==> config.mk <==
export PLATFORM = sky130hd
export DESIGN_NAME = osf_device_flat
export DESIGN_NICKNAME = d
export VERILOG_FILES = /design/src/include/osf_pkg.sv /design/src/include/osf_if.sv /design/src/verilog/osf_device.sv /design/src/flat_wrapper.sv
export SDC_FILE = /design/constraint.sdc
export NUM_CORES = 1
export LEC_CHECK = 0
export BUFFER_PORTS_ARGS = -buffer_cell sky130_fd_sc_hd__buf_2
export CAP_MARGIN = 25
export CORE_MARGIN = 10
export CORE_UTILIZATION = 50
export CTS_CLUSTER_SIZE = 20
export DETAILED_ROUTE_END_ITERATION = 16
export PLACE_DENSITY_LB_ADDON = 0.2
export SLEW_MARGIN = 25
export SYNTH_ARGS = -nofsm -noshare
export SYNTH_HDL_FRONTEND = slang
export SYNTH_SLANG_ARGS = --single-unit
==> constraint.sdc <==
create_clock -name mclk -period 3.6 [get_ports mclk]
set_clock_uncertainty 0.2 [all_clocks]
set_input_delay 0.72 -clock mclk [delete_from_list [all_inputs] [get_ports mclk]]
set_output_delay 0.72 -clock mclk [all_outputs]
set_load 0.02 [all_outputs]
==> src/include/osf_pkg.sv <==
// Shared constants and a helper function for the oversampling average filter link
package osf_pkg;
    localparam int          OSF_CHANNELS   = 8;      // Simultaneous channels
    localparam int          OSF_RES_W      = 18;     // Result width
    localparam int          OSF_RATIO_W    = 3;      // Ratio pin field width
    localparam logic [2:0]  OSF_RATIO_NONE = 3'h0;   // No oversampling
    localparam logic [2:0]  OSF_RATIO_MAX  = 3'h6;   // Ratio 64
    localparam logic [2:0]  OSF_RATIO_BAD  = 3'h7;   // Invalid code
    localparam logic [2:0]  OSF_RATIO_RST  = 3'h0;   // Ratio after reset
    localparam int          OSF_ACC_W      = OSF_RES_W + 6; // Sum of 64 samples
    // Internal sample strobe spacing and conversion time in mclk cycles
    localparam int          OSF_SAMPLE_CYC = 16;
    localparam int          OSF_CONV_CYC   = 16;
    // Host start period at ratio none: 200 kHz is 5 us, 1000 cycles at 5 ns
    localparam real         OSF_START_PERIOD_US = 5.0;
    localparam real         OSF_CLK_NS          = 5.0;
    localparam int          OSF_START_CYC =
        int'($ceil(OSF_START_PERIOD_US * 1000.0 / OSF_CLK_NS));
    localparam int          OSF_CNT_W      = 20;     // Host period counter

    // Ratio code to count of samples, invalid code treated as one sample
    function automatic logic [6:0] osf_samples(input logic [2:0] code);
        if (code > OSF_RATIO_MAX) begin
            return 7'h01;
        end
        return 7'(7'h01 << code);
    endfunction : osf_samples
endpackage : osf_pkg

==> src/include/osf_if.sv <==
// Conversion control link between host and filter
`timescale 1ns/100ps
interface osf_if;
    logic [2:0] ratio_select_pins;               // Ratio, msb at bit 2
    logic       conversion_start_first_group;    // Start, channels 1 to 4
    logic       conversion_start_second_group;   // Start, channels 5 to 8
    logic       busy;                            // Conversion in progress
    logic [8*18-1:0] result;                     // Output data registers

    modport device (input ratio_select_pins, conversion_start_first_group,
                    conversion_start_second_group,
                    output busy, result);
    modport host   (output ratio_select_pins, conversion_start_first_group,
                    conversion_start_second_group,
                    input busy, result);
endinterface : osf_if

==> src/verilog/osf_device.sv <==
// Oversampling averaging filter, device end
// Notes on behaviour
// - Ratio field from three pins, msb first
// - 000 none, 001-110 ratios 2..64, 111 invalid
// - Ratio latched at busy fall, used next
// - First sample at start, rest internally strobed
// - Average N samples per channel
// - Averaged result decimated to 18 bits
// - Host drives both start inputs together
// - Busy spans whole oversampled conversion
// - Output registers load at busy fall
// - Host avoids reading at busy fall
// - Previous results readable while busy high
// - Host start rate halves per ratio step
`timescale 1ns/100ps
module osf_device
    import osf_pkg::*;
#(
    parameter int CH  = OSF_CHANNELS,        // Channel count
    parameter int RES = OSF_RES_W            // Sample width
)(
    input  wire logic           mclk,         // System clock
    input  wire logic           resetn,       // Async reset, active low
    osf_if.device               link,         // Control link
    input  wire logic [CH*RES-1:0] sample_in, // Converter samples, signed
    output logic                sample_strobe // Converter sample taken
);
    typedef enum logic [1:0] {
        OSF_IDLE = 2'b00,
        OSF_CONV = 2'b01,
        OSF_DONE = 2'b10
    } osf_state_t;

    typedef struct packed {
        logic [1:0]         s1_start;   // Synchroniser first stage
        logic [1:0]         s2_start;   // Synchroniser second stage
        logic [1:0]         start_prev; // Edge detect
        logic [2:0]         r1;         // Ratio pins first stage
        logic [2:0]         r2;         // Ratio pins second stage
        logic [2:0]         ratio;      // Latched ratio
        osf_state_t         st;
        logic [6:0]         left;       // Samples still to take
        logic [7:0]         tick;       // Strobe spacing counter
        logic               busy;
        logic               strobe;
        logic [CH*OSF_ACC_W-1:0] acc;
        logic [CH*RES-1:0]  result;
    } osf_dev_t;

    osf_dev_t q, d;

    // Sign-extended add of one sample to one accumulator
    function automatic logic [OSF_ACC_W-1:0] acc_add(
        input logic [OSF_ACC_W-1:0] a, input logic [RES-1:0] s);
        return a + OSF_ACC_W'({{(OSF_ACC_W-RES){s[RES-1]}}, s});
    endfunction : acc_add

    // Conversion sequencer; pins pass two flops before use
    always_comb begin
        logic start_rise;
        logic [6:0] n;
        start_rise = 1'b0;
        n = 7'h01;
        d = q;
        d.s1_start = {link.conversion_start_second_group,
                      link.conversion_start_first_group};
        d.s2_start = q.s1_start;
        d.start_prev = q.s2_start;
        d.r1 = link.ratio_select_pins;
        d.r2 = q.r1;
        d.strobe = 1'b0;
        // Either group starts all; host ties them together
        start_rise = |(q.s2_start & ~q.start_prev);
        n = osf_samples(q.ratio);
        unique case (q.st)
            OSF_IDLE: begin
                if (start_rise) begin
                    d.st = OSF_CONV;
                    d.busy = 1'b1;
                    d.strobe = 1'b1;
                    d.left = n - 7'h01;
                    d.tick = 8'(OSF_SAMPLE_CYC - 1);
                    for (int c = 0; c < CH; c++) begin
                        d.acc[c*OSF_ACC_W +: OSF_ACC_W] =
                            acc_add('0, sample_in[c*RES +: RES]);
                    end
                end
            end
            OSF_CONV: begin
                // Busy stays high until every sample is
                if (q.tick != 8'h00) begin
                    d.tick = q.tick - 8'h01;
                end else if (q.left != 7'h00) begin
                    d.strobe = 1'b1;
                    d.left = q.left - 7'h01;
                    d.tick = 8'(OSF_SAMPLE_CYC - 1);
                    for (int c = 0; c < CH; c++) begin
                        d.acc[c*OSF_ACC_W +: OSF_ACC_W] = acc_add(
                            q.acc[c*OSF_ACC_W +: OSF_ACC_W],
                            sample_in[c*RES +: RES]);
                    end
                end else begin
                    d.st = OSF_DONE;
                end
            end
            OSF_DONE: begin
                // Busy fall: results load, ratio latched for next
                d.st = OSF_IDLE;
                d.busy = 1'b0;
                d.ratio = q.r2;
                for (int c = 0; c < CH; c++) begin
                    // Arithmetic shift by log2 N divides and keeps 18 bits
                    d.result[c*RES +: RES] = RES'($signed(
                        q.acc[c*OSF_ACC_W +: OSF_ACC_W]) >>>
                        ((q.ratio > OSF_RATIO_MAX) ? 3'h0 : q.ratio));
                end
            end
            default: begin
                d.st = OSF_IDLE;
                d.busy = 1'b0;
            end
        endcase
    end

    // State register
    always_ff @(posedge mclk or negedge resetn) begin
        if (!resetn) begin
            q <= '0;
            q.ratio <= OSF_RATIO_RST;
        end else begin
            q <= d;
        end
    end

    // Result held through busy, old data readable meanwhile
    assign link.busy = q.busy;
    assign link.result = q.result;
    assign sample_strobe = q.strobe;
endmodule : osf_device

==> src/flat_wrapper.sv <==
// flat-port wrapper written by rule: the top's interface ports become plain ports
module osf_device_flat import osf_pkg::*;
#(
    parameter int CH  = OSF_CHANNELS,                        
    parameter int RES = OSF_RES_W                           
)
  (mclk, resetn, sample_in, sample_strobe, link_ratio_select_pins, link_conversion_start_first_group, link_conversion_start_second_group, link_busy, link_result);
  osf_if link_i ();
  input  wire logic mclk;
  input  wire logic resetn;
  input  wire logic [CH*RES-1:0] sample_in;
  output logic sample_strobe;
  input wire logic [$bits(link_i.ratio_select_pins)-1:0] link_ratio_select_pins;
  input wire logic [$bits(link_i.conversion_start_first_group)-1:0] link_conversion_start_first_group;
  input wire logic [$bits(link_i.conversion_start_second_group)-1:0] link_conversion_start_second_group;
  output wire logic [$bits(link_i.busy)-1:0] link_busy;
  output wire logic [$bits(link_i.result)-1:0] link_result;
  assign link_i.ratio_select_pins = link_ratio_select_pins;
  assign link_i.conversion_start_first_group = link_conversion_start_first_group;
  assign link_i.conversion_start_second_group = link_conversion_start_second_group;
  assign link_busy = link_i.busy;
  assign link_result = link_i.result;
  osf_device #(.CH(CH), .RES(RES)) u_core (.mclk(mclk), .resetn(resetn), .link(link_i), .sample_in(sample_in), .sample_strobe(sample_strobe));
endmodule
==> metrics.log <==
INFO  metric hold-path-cell-count = 1
INFO  metric critPathCaptureType = register
INFO  metric total_power = ~26000 uW
INFO  metric cpMaxStageDelayCell = dfrtp_1
INFO  metric clockPowerShare = about 18%
INFO  metric cts-htree-levels = 2
INFO  metric num_io_pins = just under 300
INFO  metric cp.buffers_inverters = 1
INFO  metric maxCapViolCount = 0
INFO  metric layout_common_cells = nand2_1 (370), dfrtp_1 (370), mux2i_1 (354)
INFO  metric worstSkewPairLatency = slightly below 0.6 ns
INFO  metric fin_cells = between 4000 and 5000
INFO  metric synth.top_cells.by_area = dfrtp_1 (31%), mux2i_1 (12%), ha_1 (8.0%)
INFO  metric cts.root.buffer_cell = clkbuf_16
INFO  metric yosysUniqueCellTypes = 84
INFO  metric avgRoutedWirePerCell = around 22 um
INFO  metric grt_pass1_vias = about 26000
INFO  metric overflow_left_after_global_routing = 0
INFO  metric path_max_fanout = 4
INFO  metric ys_warn_count = 0
INFO  metric status = complete, no violations
INFO  metric placeable_core_region = around 0.059 mm^2
INFO  metric post_synth_inst_count = 3405
INFO  metric synth.net_count = 3754
INFO  metric share_seq_of_total_power = 28.6%
INFO  metric achievable-frequency = about 300 MHz
INFO  metric rr_worst_depth = 12
INFO  metric grt_first_pass_wirelength = ~150000 um
INFO  metric cp_top_family = compound AO/OA/AOI/OAI gates
INFO  metric timing.critical_path.depth = 12
INFO  metric critical_path_arrival = 3.56 ns
INFO  metric initial_core_util = 50.5%
INFO  metric post_cts.resized_instances = 0
INFO  metric combinationalPowerShare = between 50% and 60%
INFO  metric synth-seq-cells = 370
INFO  metric xor_and_xnor_fraction_of_the_mapped_netlist_area = 4.00%
INFO  metric drive_gt1_share = 14.2%
INFO  metric hold_viol_final = 0
INFO  metric yosys.area.top_type = dfrtp_1
INFO  metric p_switching = approximately 12000 uW
INFO  metric power-per-cell-area = between 700 and 800 mW/mm^2
INFO  metric compound_cell_area_share_of_the_yosys_netlist = 24.2%
INFO  metric drc = 0
INFO  metric fill_cell_instance_count_of_the_final_layout = 5400
INFO  metric layout_min_cycle_time = ~3.3 ns
INFO  metric setup_total_negative_slack = 0 ns
INFO  metric postSynth.asyncResetShare = 100%
INFO  metric layout-area-overhead-vs-synth = 10.2%
INFO  metric rsz0062_at_grt = no
INFO  metric worst-r2r-setup-slack = approximately 0.3 ns
INFO  metric floorplan.rows = a little under 90
INFO  metric grt_start_max_net_pins = 108
INFO  metric cellInternalPower = 13900 uW
INFO  metric setup_viol_count_final = 0
INFO  metric path_cells = ha_1 -> inv_1 -> fa_1 -> nor2b_1 -> o31a_1 -> a211o_1 -> o41ai_4 -> o311ai_2 -> a31oi_1 -> o21ai_0 -> xnor2_1 -> o21ai_0
INFO  metric avgSynthCellArea = 8.74 um^2
INFO  metric synthesis.area = about 0.030 mm^2
INFO  metric floorplan.die.width = roughly 260 um
INFO  metric fin_ws = around 0.29 ns
INFO  metric vias_per_cell = between 6 and 7
INFO  metric synthDominantCellAreaShare = 31.1%
INFO  metric synth_ff_type = dfrtp_1
INFO  metric cts_buffers = 45
INFO  metric maxSlewHeadroom = about 45%
INFO  metric num-nets-final = 3848
INFO  metric initial_antenna_violation_count = 16
INFO  metric synth.area.mux_share = roughly 12%
INFO  metric detail_route.first_pass.iterations = 6
INFO  metric worstPathRequired = approximately 3.9 ns
INFO  metric ant_nets = 0
INFO  metric buffers_from_clock_root_to_sink_at_most = 3
INFO  metric grt_use_total = 26.7%
INFO  metric clock_transition_at_the_register_clock_pins_on_the_worst_setup_and_hold_paths_after_cts = approximately 0.06 ns
INFO  metric drt_first_iter_violations = around 2500
INFO  metric seq_area_frac_synth = between 30% and 40%
INFO  metric post-route-period-util = between 90% and 100%
INFO  metric max_slew.worst_pin.slew = just over 0.8 ns
INFO  metric number_of_enable_type_register_cells_in_the_synthesized_netlist = 0
INFO  metric cellLeakagePower = 0.0162 uW
INFO  metric dp_hpwl = 74700 um
INFO  metric post-cts-setup-buffers = 0
INFO  metric gp_routability_congestion = 0.940
INFO  metric post_detailed_routing_wire_length = 97000 um
INFO  metric total_die_area = between 0.06 and 0.07 mm^2
INFO  metric whs = roughly 0.043 ns
INFO  metric via_count = about 27000
INFO  metric place_ws = -0.00362 ns
INFO  metric dominant_combinational_cell_family_by_area_after_synthesis = compound AO/OA/AOI/OAI gates
INFO  metric worst_path_largest_cell_delay = about 0.50 ns
INFO  metric timing.critical_path.from_type = register
INFO  metric io_buffers = roughly 300
INFO  metric drv_slew = 0
INFO  metric post_synth_fa_ha_maj_area_fraction = between 8 and 9%
INFO  metric switching_portion_of_total_power = between 40% and 50%
INFO  metric criticalPathCategory = register to register
INFO  metric clock_tree_from_tritoncts = done
INFO  metric die_height = around 260 um
INFO  metric holdCritPathClass = input port to register
INFO  metric place_inst = 4224
INFO  metric path_common_cell = o21ai_0
INFO  metric vdd_drop_max = around 400 uV
INFO  metric yosys.area_share.simple = around an eighth
INFO  metric cts.sink_count = 370
state kept, by name, summed over array words and instances, names as in the netlist:
signal and count:
u_core.d 7, u_core.link.busy 1, u_core.link.result 144, u_core.q 217, u_core.sample_strobe 1
final timing paths:
path | start | to
setup / recovery | u_core.q[288] | u_core.q[310]
hold / removal | link_conversion_start_first_group | u_core.d[366]
setup reg to reg | u_core.q[288] | u_core.q[310]
hold reg to reg | u_core.d[367] | u_core.d[365]
max in group asynchronous | resetn | u_core.d[360]
min in group asynchronous | resetn | u_core.link.result[64]
metal layers:
layer | share of wire (%) | track usage, % | up-vias | routed length [um]
li1 | - | - | 12500 | -
met1 | 48 | 40.2 | 13100 | 46200
met2 | 41 | 37.4 | 1012 | 39800
met3 | 9.4 | 6.30 | 130 | 9120
met4 | 1.9 | 6.44 | 10 | 1840
met5 | 0.068 | 0 | - | 66
cell type report:
class	instances	area, um^2	area share [%]
clock inverter	14	165	0.504
multi-input combinational	2623	18400	56.0
clock buffer	66	1320	4.01
sequential	370	9260	28.2
inverter	75	282	0.859
antenna	8	20.0	0.0611
timing repair buffer	384	2400	7.34
tap	773	967	2.95
per-stage QoR:
step	utilization (%)	area (um^2)
after global placement	53.1	31300
final	55.6	32800
after CTS	55.6	32800
after global routing	55.6	32800
after floorplan	-	29700
after detailed placement	53.1	31300
power by group through the flow:
| stage | Clock (uW) | Combinational (uW) | Sequential [uW] |
|---|---|---|---|
| floorplan | 0 | 10300 | 6310 |
| global placement | 0 | 12900 | 7160 |
| detailed placement | 0 | 13300 | 7250 |
| CTS | 4700 | 13400 | 7180 |
| global route | 4870 | 15200 | 7410 |
| finish | 4600 | 13700 | 7330 |
cell usage after synthesis, types with 9 or more instances:
master / number
and2_1: 15
nor2b_1: 40
nand4_1: 12
a311oi_1: 18
a221o_1: 26
o21ai_0: 332
a211oi_1: 73
and3_1: 23
nor2_1: 175
clkbuf_1: 118
buf_2: 45
xor2_1: 71
nand2b_1: 43
nand2_1: 372
a21o_1: 83
nand3_1: 39
o21bai_1: 18
o21a_1: 37
inv_1: 74
a21oi_1: 234
xnor2_1: 65
buf_4: 157
ha_1: 190
dfrtp_1: 370
a22oi_1: 100
o31ai_1: 30
buf_1: 17
nor3b_1: 9
mux2i_1: 354
a31oi_1: 20
nor3_1: 51
o211ai_1: 23
cells by family after synthesis:
family / after synthesis
xor+xnor: 136
fa+ha+maj: 198
buf+inv: 412
compound gates: 1108
mux: 364
simple gates: 817
flops: 370
repair_timing:
item,CTS,global route
endpoints found under the hold margin,33,0
endpoints found under the setup margin,0,0
hold buffers,1,0
Note: power is estimated with default switching activity, not from simulation.
